## config.mk

```make
export PLATFORM = sky130hd
export DESIGN_NAME = wrs_supervisor
export DESIGN_NICKNAME = d
export VERILOG_FILES = /design/src/design/wrs_pkg.sv /design/src/design/wrs_hold_if.sv /design/src/design/wrs_hold.sv /design/src/design/wrs_supervisor.sv /design/src/design/wrs_sync.sv
export SDC_FILE = /design/constraint.sdc
export NUM_CORES = 1
export LEC_CHECK = 0
export ABC_AREA = 1
export BUFFER_PORTS_ARGS = -buffer_cell sky130_fd_sc_hd__buf_2
export CAP_MARGIN = 20
export CORE_UTILIZATION = 65
export CTS_BUF_LIST = sky130_fd_sc_hd__clkbuf_8
export DETAILED_ROUTE_END_ITERATION = 10
export MAX_ROUTING_LAYER = met4
export PLACE_DENSITY = 0.88
export SLEW_MARGIN = 20
export SYNTH_ARGS = -nofsm -noshare
export SYNTH_HDL_FRONTEND = slang
export SYNTH_SLANG_ARGS = --single-unit
```

## constraint.sdc

```tcl
create_clock -name clk_i -period 3.8 [get_ports clk_i]
set_clock_uncertainty 0.05 [all_clocks]
set_input_delay 0.38 -clock clk_i [delete_from_list [all_inputs] [get_ports clk_i]]
set_output_delay 0.38 -clock clk_i [all_outputs]
set_load 0.005 [all_outputs]
```

## src/design/wrs_pkg.sv

```systemverilog
// Overview of operation
// low supply resets; held 10 ms after recovery
// low-voltage reset on at power-up; software disables
// low-voltage logic runs in idle and power-down
// supply dips under 1 us are ignored
// four to eight SE0 samples set bus-reset flag
// bus-reset enable bit 6 also resets the core
// watchdog is 22-bit, one step per machine cycle
// watchdog overflow at terminal count makes a reset
// reload write loads seven counter MSBs; bit 7 reserved
// reload write also clears fifteen counter LSBs
// software reloads with at most 7Eh before overflow
// only key 55h stops the watchdog
// watchdog enabled at power-up and every reset
// watchdog and reset logic active in idle
// software wakes periodically from idle to reload
// watchdog reset lasts 2^15 machine cycles
// internal reset ORs all sources; re-enables watchdog
package wrs_pkg;
    // machine-cycle clock
    localparam int CLK_PERIOD_NS   = 4;
    localparam int LVR_HOLD_NS     = 10_000_000;
    localparam int LVR_HOLD_CYC    = (LVR_HOLD_NS + CLK_PERIOD_NS - 1) / CLK_PERIOD_NS;
    localparam int LVR_FILT_NS     = 1_000;
    localparam int LVR_FILT_CYC    = (LVR_FILT_NS + CLK_PERIOD_NS - 1) / CLK_PERIOD_NS;
    localparam int LVR_FILT_W      = 9;
    localparam int WDT_WIDTH       = 22;
    localparam int WDT_RELOAD_BITS = 7;
    localparam int WDT_PULSE_CYC   = 32768;
    localparam int SE0_MIN         = 4;
    localparam int SE0_MAX         = 8;
    localparam int SE0_W           = 4;

    localparam logic [7:0] WDT_KEY_OFF = 8'h55;
    localparam logic [7:0] KEY_RST     = 8'h00;

    // register indices; byte address is four times the index
    localparam int          ADDR_W          = 10;
    localparam logic [7:0]  REG_WDT_RELOAD  = 8'hA6;
    localparam logic [7:0]  REG_WDT_KEY     = 8'hAE;
    localparam logic [7:0]  REG_PWR_CTL     = 8'h87;
    localparam logic [7:0]  REG_USB_STA     = 8'hB0;
    localparam logic [7:0]  REG_USB_EN      = 8'hB1;
    localparam logic [7:0]  REG_IRQ_STA     = 8'hB2;
    localparam logic [7:0]  REG_IRQ_CLR     = 8'hB3;
    localparam logic [7:0]  REG_IRQ_EN      = 8'hB4;
    localparam logic [7:0]  REG_WDT_STA     = 8'hB5;

    // field positions
    localparam int PWR_LVD_EN_BIT   = 4;
    localparam int USB_RST_FLAG_BIT = 6;
    localparam int USB_RST_EN_BIT   = 6;
    localparam int WSTA_EN_BIT      = 7;
    localparam int WSTA_IDLE_BIT    = 8;
    localparam int WSTA_PD_BIT      = 9;
    localparam int WSTA_RST_BIT     = 10;

    localparam int IRQ_W   = 4;
    localparam int IRQ_LV  = 0;
    localparam int IRQ_USB = 1;
    localparam int IRQ_WDT = 2;
    localparam int IRQ_EXT = 3;

    localparam logic [7:0] PWR_CTL_RST = 8'h10;
    localparam logic [7:0] USB_EN_RST  = 8'h00;
endpackage : wrs_pkg

```

## src/design/wrs_hold_if.sv

```systemverilog
`timescale 1ns/1ps
// request into a stretch timer and its stretched answer
interface wrs_hold_if;
    logic req;
    logic active;
    modport src (output req, input active);
    modport tmr (input req, output active);
endinterface : wrs_hold_if

```

## src/design/wrs_hold.sv

```systemverilog
`timescale 1ns/1ps
module wrs_hold #(
    parameter int HOLD = 4
) (
    // clock and reset
    input  wire logic clk_i,
    input  wire logic rst_i,
    // request and stretched answer
    wrs_hold_if.tmr   hold
);
    localparam int             CW     = $clog2(HOLD + 1);
    localparam logic [CW-1:0]  HOLD_V = CW'(HOLD);

    logic [CW-1:0] cnt_q;

    // active from the cycle after req, for HOLD cycles after req's last cycle
    always_ff @(posedge clk_i) begin
        if (rst_i) begin
            cnt_q <= '0;
        end else if (hold.req) begin
            cnt_q <= HOLD_V;
        end else if (cnt_q != '0) begin
            cnt_q <= cnt_q - 1'b1;
        end
    end

    assign hold.active = (cnt_q != '0);
endmodule : wrs_hold

```

## src/design/wrs_supervisor.sv

```systemverilog
`timescale 1ns/1ps
module wrs_supervisor #(
    parameter int LVR_HOLD_CYC  = wrs_pkg::LVR_HOLD_CYC,
    parameter int WDT_PULSE_CYC = wrs_pkg::WDT_PULSE_CYC,
    parameter int WDT_WIDTH     = wrs_pkg::WDT_WIDTH
) (
    // clock and power-on reset
    input  wire logic                       clk_i,
    input  wire logic                       rst_i,
    // wishbone classic slave
    input  wire logic                       wb_cyc_i,
    input  wire logic                       wb_stb_i,
    input  wire logic                       wb_we_i,
    input  wire logic [wrs_pkg::ADDR_W-1:0] wb_adr_i,
    input  wire logic [3:0]                 wb_sel_i,
    input  wire logic [31:0]                wb_dat_i,
    output logic      [31:0]                wb_dat_o,
    output logic                            wb_ack_o,
    // reset sources from pins and analog
    input  wire logic                       ext_reset_n_i,
    input  wire logic                       lv_below_i,
    input  wire logic                       usb_se0_i,
    // processor power state
    input  wire logic                       cpu_idle_i,
    input  wire logic                       cpu_powerdown_i,
    // outputs
    output logic                            int_reset_o,
    output logic                            irq_o
);
    localparam int RB = wrs_pkg::WDT_RELOAD_BITS;
    localparam int LB = WDT_WIDTH - RB;

    // ------------------------------------------------ pin synchronisers
    logic ext_rst_n_s;
    logic lv_below_s;
    logic se0_s;
    logic idle_s;
    logic pd_s;

    // the reset pin idles high; a stage resetting low would fake a request after reset
    wrs_sync #(
        .W     (5),
        .RST_V (5'h10)
    ) u_sync (
        .clk_i (clk_i),
        .rst_i (rst_i),
        .d_i   ({ext_reset_n_i, lv_below_i, usb_se0_i, cpu_idle_i, cpu_powerdown_i}),
        .q_o   ({ext_rst_n_s, lv_below_s, se0_s, idle_s, pd_s})
    );

    // ------------------------------------------------ register bus
    logic       ack_q;
    logic [31:0] dat_q;
    logic       wr_stb;
    logic [7:0] reg_idx;

    function automatic logic hit(input logic [7:0] idx, input logic [7:0] reg_id);
        hit = (idx == reg_id);
    endfunction : hit

    assign reg_idx = wb_adr_i[wrs_pkg::ADDR_W-1:2];
    // writes land on the edge that sees ack high; only byte lane 0 carries data
    assign wr_stb  = wb_cyc_i & wb_stb_i & wb_we_i & ack_q & wb_sel_i[0];

    always_ff @(posedge clk_i) begin
        if (rst_i) begin
            ack_q <= 1'b0;
        end else begin
            ack_q <= wb_cyc_i & wb_stb_i & ~ack_q;
        end
    end

    // ------------------------------------------------ control registers
    logic [7:0] pwr_ctl_q;
    logic [7:0] usb_en_q;
    logic [7:0] key_q;
    logic [wrs_pkg::IRQ_W-1:0] irq_en_q;
    logic       int_rst_q;
    logic       lvd_en;
    logic       usb_rst_en;
    logic       wdt_en;

    // power-up default keeps the low-voltage reset armed
    always_ff @(posedge clk_i) begin
        if (rst_i) begin
            pwr_ctl_q <= wrs_pkg::PWR_CTL_RST;
        end else if (wr_stb && hit(reg_idx, wrs_pkg::REG_PWR_CTL)) begin
            pwr_ctl_q <= wb_dat_i[7:0];
        end
    end

    always_ff @(posedge clk_i) begin
        if (rst_i) begin
            usb_en_q <= wrs_pkg::USB_EN_RST;
        end else if (wr_stb && hit(reg_idx, wrs_pkg::REG_USB_EN)) begin
            usb_en_q <= wb_dat_i[7:0];
        end
    end

    always_ff @(posedge clk_i) begin
        if (rst_i) begin
            irq_en_q <= '0;
        end else if (wr_stb && hit(reg_idx, wrs_pkg::REG_IRQ_EN)) begin
            irq_en_q <= wb_dat_i[wrs_pkg::IRQ_W-1:0];
        end
    end

    // any internal reset puts the key back, so the watchdog runs again
    always_ff @(posedge clk_i) begin
        if (rst_i || int_rst_q) begin
            key_q <= wrs_pkg::KEY_RST;
        end else if (wr_stb && hit(reg_idx, wrs_pkg::REG_WDT_KEY)) begin
            key_q <= wb_dat_i[7:0];
        end
    end

    assign lvd_en     = pwr_ctl_q[wrs_pkg::PWR_LVD_EN_BIT];
    assign usb_rst_en = usb_en_q[wrs_pkg::USB_RST_EN_BIT];
    assign wdt_en     = (key_q != wrs_pkg::WDT_KEY_OFF);

    // ------------------------------------------------ low-voltage detector
    // idle and power-down do not gate this path at all
    logic [wrs_pkg::LVR_FILT_W-1:0] lv_flt_q;
    logic                           lv_det;
    wrs_hold_if                     lv_hold ();

    localparam logic [wrs_pkg::LVR_FILT_W-1:0] LV_FILT_V =
        wrs_pkg::LVR_FILT_W'(wrs_pkg::LVR_FILT_CYC);

    // short dips never reach the terminal count and are forgotten
    always_ff @(posedge clk_i) begin
        if (rst_i || !lv_below_s) begin
            lv_flt_q <= '0;
        end else if (lv_flt_q != LV_FILT_V) begin
            lv_flt_q <= lv_flt_q + 1'b1;
        end
    end

    assign lv_det      = (lv_flt_q == LV_FILT_V);
    assign lv_hold.req = lv_det & lvd_en;

    wrs_hold #(
        .HOLD (LVR_HOLD_CYC)
    ) u_lv_hold (
        .clk_i (clk_i),
        .rst_i (rst_i),
        .hold  (lv_hold)
    );

    // ------------------------------------------------ usb bus reset
    logic [wrs_pkg::SE0_W-1:0] se0_cnt_q;
    logic                      usb_det;
    logic                      usb_req;
    logic                      usb_flag_q;

    localparam logic [wrs_pkg::SE0_W-1:0] SE0_MIN_V = wrs_pkg::SE0_W'(wrs_pkg::SE0_MIN - 1);
    localparam logic [wrs_pkg::SE0_W-1:0] SE0_MAX_V = wrs_pkg::SE0_W'(wrs_pkg::SE0_MAX);

    // consecutive SE0 samples, saturating so a long reset stays detected
    always_ff @(posedge clk_i) begin
        if (rst_i || !se0_s) begin
            se0_cnt_q <= '0;
        end else if (se0_cnt_q != SE0_MAX_V) begin
            se0_cnt_q <= se0_cnt_q + 1'b1;
        end
    end

    assign usb_det = se0_s && (se0_cnt_q == SE0_MIN_V);
    assign usb_req = se0_s && (se0_cnt_q >= SE0_MIN_V) && usb_rst_en;

    // write one to clear; a detection in the same cycle wins
    always_ff @(posedge clk_i) begin
        if (rst_i) begin
            usb_flag_q <= 1'b0;
        end else if (usb_det) begin
            usb_flag_q <= 1'b1;
        end else if (wr_stb && hit(reg_idx, wrs_pkg::REG_USB_STA)
                     && wb_dat_i[wrs_pkg::USB_RST_FLAG_BIT]) begin
            usb_flag_q <= 1'b0;
        end
    end

    // ------------------------------------------------ watchdog counter
    logic [WDT_WIDTH-1:0] wdt_cnt_q;
    logic                 wdt_fire;
    logic                 reload_stb;
    wrs_hold_if           wdt_hold ();

    assign reload_stb = wr_stb && hit(reg_idx, wrs_pkg::REG_WDT_RELOAD);
    assign wdt_fire   = wdt_en && (wdt_cnt_q == '1);

    // counts through idle; software must reload in time, bit 7 of the
    // written byte is dropped, and a reload wins over the increment
    always_ff @(posedge clk_i) begin
        if (rst_i || int_rst_q) begin
            wdt_cnt_q <= '0;
        end else if (reload_stb) begin
            wdt_cnt_q <= {wb_dat_i[RB-1:0], LB'(0)};
        end else if (wdt_en) begin
            wdt_cnt_q <= wdt_cnt_q + 1'b1;
        end
    end

    assign wdt_hold.req = wdt_fire;

    wrs_hold #(
        .HOLD (WDT_PULSE_CYC)
    ) u_wdt_hold (
        .clk_i (clk_i),
        .rst_i (rst_i),
        .hold  (wdt_hold)
    );

    // ------------------------------------------------ reset combiner
    logic ext_req;
    logic int_rst_d;

    assign ext_req   = ~ext_rst_n_s;
    assign int_rst_d = ext_req | lv_hold.active | usb_req | wdt_hold.active;

    // registered so the core reset never glitches on decode
    always_ff @(posedge clk_i) begin
        if (rst_i) begin
            int_rst_q <= 1'b1;
        end else begin
            int_rst_q <= int_rst_d;
        end
    end

    assign int_reset_o = int_rst_q;

    // ------------------------------------------------ interrupt status
    logic [wrs_pkg::IRQ_W-1:0] irq_sta_q;
    logic [wrs_pkg::IRQ_W-1:0] irq_ev;
    logic [wrs_pkg::IRQ_W-1:0] irq_clr;
    logic                      lv_det_q;
    logic                      ext_req_q;
    logic                      irq_q;

    always_ff @(posedge clk_i) begin
        if (rst_i) begin
            lv_det_q  <= 1'b0;
            ext_req_q <= 1'b0;
        end else begin
            lv_det_q  <= lv_det;
            ext_req_q <= ext_req;
        end
    end

    always_comb begin
        irq_ev             = '0;
        irq_ev[wrs_pkg::IRQ_LV]  = lv_det & ~lv_det_q;
        irq_ev[wrs_pkg::IRQ_USB] = usb_det;
        irq_ev[wrs_pkg::IRQ_WDT] = wdt_fire;
        irq_ev[wrs_pkg::IRQ_EXT] = ext_req & ~ext_req_q;
    end

    assign irq_clr = (wr_stb && hit(reg_idx, wrs_pkg::REG_IRQ_CLR))
                     ? wb_dat_i[wrs_pkg::IRQ_W-1:0] : '0;

    // status survives internal resets so software can see the cause
    always_ff @(posedge clk_i) begin
        if (rst_i) begin
            irq_sta_q <= '0;
        end else begin
            irq_sta_q <= (irq_sta_q & ~irq_clr) | irq_ev;
        end
    end

    always_ff @(posedge clk_i) begin
        if (rst_i) begin
            irq_q <= 1'b0;
        end else begin
            irq_q <= |(irq_sta_q & irq_en_q);
        end
    end

    assign irq_o = irq_q;

    // ------------------------------------------------ read data
    logic [31:0] rd_mux;

    always_comb begin
        rd_mux = 32'h0000_0000;
        case (reg_idx)
            wrs_pkg::REG_PWR_CTL: begin
                rd_mux[7:0] = pwr_ctl_q;
            end
            wrs_pkg::REG_USB_EN: begin
                rd_mux[7:0] = usb_en_q;
            end
            wrs_pkg::REG_USB_STA: begin
                rd_mux[wrs_pkg::USB_RST_FLAG_BIT] = usb_flag_q;
            end
            wrs_pkg::REG_IRQ_STA: begin
                rd_mux[wrs_pkg::IRQ_W-1:0] = irq_sta_q;
            end
            wrs_pkg::REG_IRQ_EN: begin
                rd_mux[wrs_pkg::IRQ_W-1:0] = irq_en_q;
            end
            wrs_pkg::REG_WDT_STA: begin
                rd_mux[RB-1:0]                = wdt_cnt_q[WDT_WIDTH-1:LB];
                rd_mux[wrs_pkg::WSTA_EN_BIT]  = wdt_en;
                rd_mux[wrs_pkg::WSTA_IDLE_BIT] = idle_s;
                rd_mux[wrs_pkg::WSTA_PD_BIT]  = pd_s;
                rd_mux[wrs_pkg::WSTA_RST_BIT] = int_rst_q;
            end
            default: begin
                rd_mux = 32'h0000_0000;
            end
        endcase
    end

    // reload, key and clear registers are write-only and read as zero
    always_ff @(posedge clk_i) begin
        if (rst_i) begin
            dat_q <= 32'h0000_0000;
        end else if (wb_cyc_i && wb_stb_i && !ack_q) begin
            dat_q <= wb_we_i ? 32'h0000_0000 : rd_mux;
        end
    end

    assign wb_ack_o = ack_q;
    assign wb_dat_o = dat_q;
endmodule : wrs_supervisor

```

## src/design/wrs_sync.sv

```systemverilog
`timescale 1ns/1ps
module wrs_sync #(
    parameter int           W     = 1,
    parameter logic [W-1:0] RST_V = '0
) (
    // clock and reset
    input  wire logic         clk_i,
    input  wire logic         rst_i,
    // asynchronous in, synchronous out
    input  wire logic [W-1:0] d_i,
    output logic      [W-1:0] q_o
);
    logic [W-1:0] meta_q;

    genvar g;
    generate
        for (g = 0; g < W; g++) begin : g_bit
            always_ff @(posedge clk_i) begin
                if (rst_i) begin
                    meta_q[g] <= RST_V[g];
                    q_o[g]    <= RST_V[g];
                end else begin
                    meta_q[g] <= d_i[g];
                    q_o[g]    <= meta_q[g];
                end
            end
        end
    endgenerate
endmodule : wrs_sync

```

==> results.md <==
- Outcome: complete, no violations
- First-pass GRT wire length: 25.3 mm
- DR vias/cell: 5.33
- Final ANT Viol Nets: 0
- Worst Hold Launch: ext_reset_n_i
- R2R Path Start: wdt_cnt_q[0]
- Netlist cell types: 47
- Clk sink count: 132
- Core Area: 10300 sq um
- Sequential share of the synthesized area: 0.386
- Pre-antenna DRT Iters: 5
- Worst-Skew Late Latency: 450 ps
- Max Buffers Root-to-Sink: 2
- # diodes: 0
- Post-CTS setup buffer count: 0
- Via count: 6200
- Hold-fix buffers at CTS: 0
- Final min period: 1810 ps
- Critical-path maximum fanout: 15
- Leakage: 0.00337 uW
- Die Y: 105 microns
- DIE AREA: 10900 sq um
- CTS tree: done
- Starting Density: 0.666
- Most area-hungry cell type in the Yosys netlist: dfxtp_1
- Mapped cell area: 6840 sq um
- Final Hold Fails: 0
- Vias in the first global route: 5742
- Drt total wl: 14.9 mm
- VDD IR max: 0.000497 V
- Crit path top cell by count: nor2_1
- Largest net degree at the start of global routing: 46
- WL/cell: 12.8 microns
- Dominant cells by area after synthesis: dfxtp_1 (39%), nand2_1 (11%), nor2_1 (8.2%)
- Final Max Tran Viols: 0
- Critical path endpoint category: flip-flop
- WP data arrival: 2090 ps
- Drc violations: 0
- Port bufs: 40
- TNS Setup: 0 ps
- Max incr delay on CP: 390 ps
- Critical Path Start Type: flip-flop
- Slew at the pin closest to its max-slew limit: 733 ps
- Power, Total: 4500 uW
- Worst Path Buf+Inv: 0
- Final setup viols: 0
- Main synth FF type: dfxtp_1
- Worst Hold Class: primary input to flip-flop
- Slowest stage cell, crit path: dfxtp_1
- Clock transition at path regs: 70 ps
- Required time worst endpoint: 4080 ps
- TritonCTS buffer count: 17
- Layout cell share with drive strength beyond 1: 0.131
- Global-route usage over all layers: 0.294
- CP startpoint: wdt_cnt_q[0]
- Initial DRC Count: 429
- Final core utilization: 0.724
- Io pins: 91
- Max-Cap Viols: 0
- H-tree levels: 4
- Area share of the largest cell type after synthesis: 0.386
- Die width: 105 microns
- Period utilization: 0.477
- Synth Area per Inst: 7.02 sq um
- Worst Setup Path Type: flip-flop to flip-flop
- Post-CTS sizing: 0
- Grt ovf: 0
- Layout net count: 1081
- Antenna violations before repair: 0
- Root Driver: clkbuf_8
- Hpwl dp: 10.6 mm
- Syn. warnings: 0
- GP Congestion: 0.977
- Layout area overhead: 8.65%
- P per Cell Area: 605 nW/um^2
- Post-synth ARST share: 0
- Synthesized instance count: 975
- Post-synth EDFFs: 0
- Max Freq: 551 MHz
- #FFs+latches synth: 132
- Worst path top cell family by delay: simple AND/OR/NAND/NOR gates
- Worst-path cell chain: ha_1 > nand2_1 > nor2_1 > nand3_1 > nor2_1 > nand2_2 > nand2_4 > nor2_1
- Normalized max-slew margin: 0.511
- Row Count: 37
- RSZ-0062 raised after global routing: false
- FILL cells: 836
final cells by class:
| type | instances | area [sq um] | share of cell area |
|---|---|---|---|
| well taps | 136 | 170 | 0.0229 |
| clock inverters | 12 | 155 | 0.0209 |
| flip-flops and latches | 132 | 2640 | 0.355 |
| clock buffers | 19 | 262 | 0.0352 |
| multi-input cells | 717 | 3590 | 0.483 |
| repair buffers | 41 | 208 | 0.0279 |
| inverters | 107 | 408 | 0.0549 |
worst register-to-register path: cells and delay by family (launching register included):
| family | cells | cell delay (ps) |
|---|---|---|
| AND/OR/NAND/NOR | 7 | 960 |
| adder cells (fa/ha/maj) | 1 | 310 |
| flip-flops | 1 | 390 |
registers in the layout (all words and copies together) (netlist names):
register	count
u_lv_hold.cnt_q	22
wdt_cnt_q	22
u_wdt_hold.cnt_q	16
wb_dat_o	11
lv_flt_q	9
key_q	8
pwr_ctl_q	8
usb_en_q	8
u_sync.meta_q	5
u_sync.q_o	5
irq_en_q	4
irq_sta_q	4
se0_cnt_q	4
ext_req_q	1
int_reset_o	1
irq_o	1
lv_det_q	1
usb_flag_q	1
wb_ack_o	1
cell usage after synthesis, types with 5 or more instances:
cell type,n
a21oi_1,66
buf_2,6
buf_4,23
buf_6,5
dfxtp_1,132
ha_1,9
inv_1,100
inv_2,5
nand2_1,209
nand2_2,9
nand2_4,5
nand3_1,83
nand4_1,15
nor2_1,149
nor2_2,13
nor2_4,8
nor3_1,17
o21ai_0,29
o21bai_1,5
or2_2,9
xnor2_1,13
xor2_1,21
path summary, 6_finish.rpt:
| kind | slack, ps | end | cells past startpoint |
|---|---|---|---|
| worst max-delay path | 1990 | u_wdt_hold.cnt_q[14] | 8 |
| worst min register to register | 360 | u_sync.q_o[1] | 2 |
| worst max register to register | 1990 | u_wdt_hold.cnt_q[14] | 8 |
| worst min-delay path | 60 | u_sync.meta_q[4] | 2 |
metal layers:
layer,GRT usage,routed length (microns),vias up
li1,-,-,3168
met1,0.354,6500,2804
met2,0.475,7170,193
met3,0.0736,930,35
met4,0.116,301,0
met5,-,0,-
placed cells by master, fill, tap and decap left out, types with 8 or more instances in the layout:
| master | n |
|---|---|
| nand2_1 | 209 |
| nor2_1 | 149 |
| dfxtp_1 | 132 |
| inv_1 | 100 |
| nand3_1 | 83 |
| a21oi_1 | 66 |
| buf_2 | 40 |
| o21ai_0 | 29 |
| xor2_1 | 21 |
| conb_1 | 21 |
| clkbuf_8 | 19 |
| nor3_1 | 17 |
| nand4_1 | 15 |
| nor2_2 | 13 |
| xnor2_1 | 13 |
| nand2_2 | 9 |
| or2_2 | 9 |
| ha_1 | 9 |
| nor2_4 | 8 |
logic make-up after synthesis:
| kind of cell | Yosys count | synth area share |
|---|---|---|
| and+or+nand+nor | 534 | 0.357 |
| buffers and inverters | 146 | 0.100 |
| DFF | 132 | 0.386 |
| AOI/OAI and AO/OA | 119 | 0.0962 |
| xor gates and xnor gates | 34 | 0.0435 |
| adders and majority gates | 9 | 0.0165 |
| other | 1 | 0.000548 |
where the power goes:
part / internal (uW) / switching [uW]
Sequential: 1540 / 144
Clock: 679 / 550
Combinational: 580 / 1000
metrics by stage:
step | instances | hold slack [ps] | setup slack, ps | area (sq um)
final | 1164 | 63.1 | 1990 | 7440
after global routing | 1164 | 33.3 | 1850 | 7440
after CTS | 1164 | 38.2 | 2000 | 7440
after detailed placement | 1133 | 345 | 1820 | 7020
after global placement | 1133 | 339 | 1890 | 7020
after floorplan | 995 | 338 | 2290 | 6920
(Power assumes the default switching activity.)
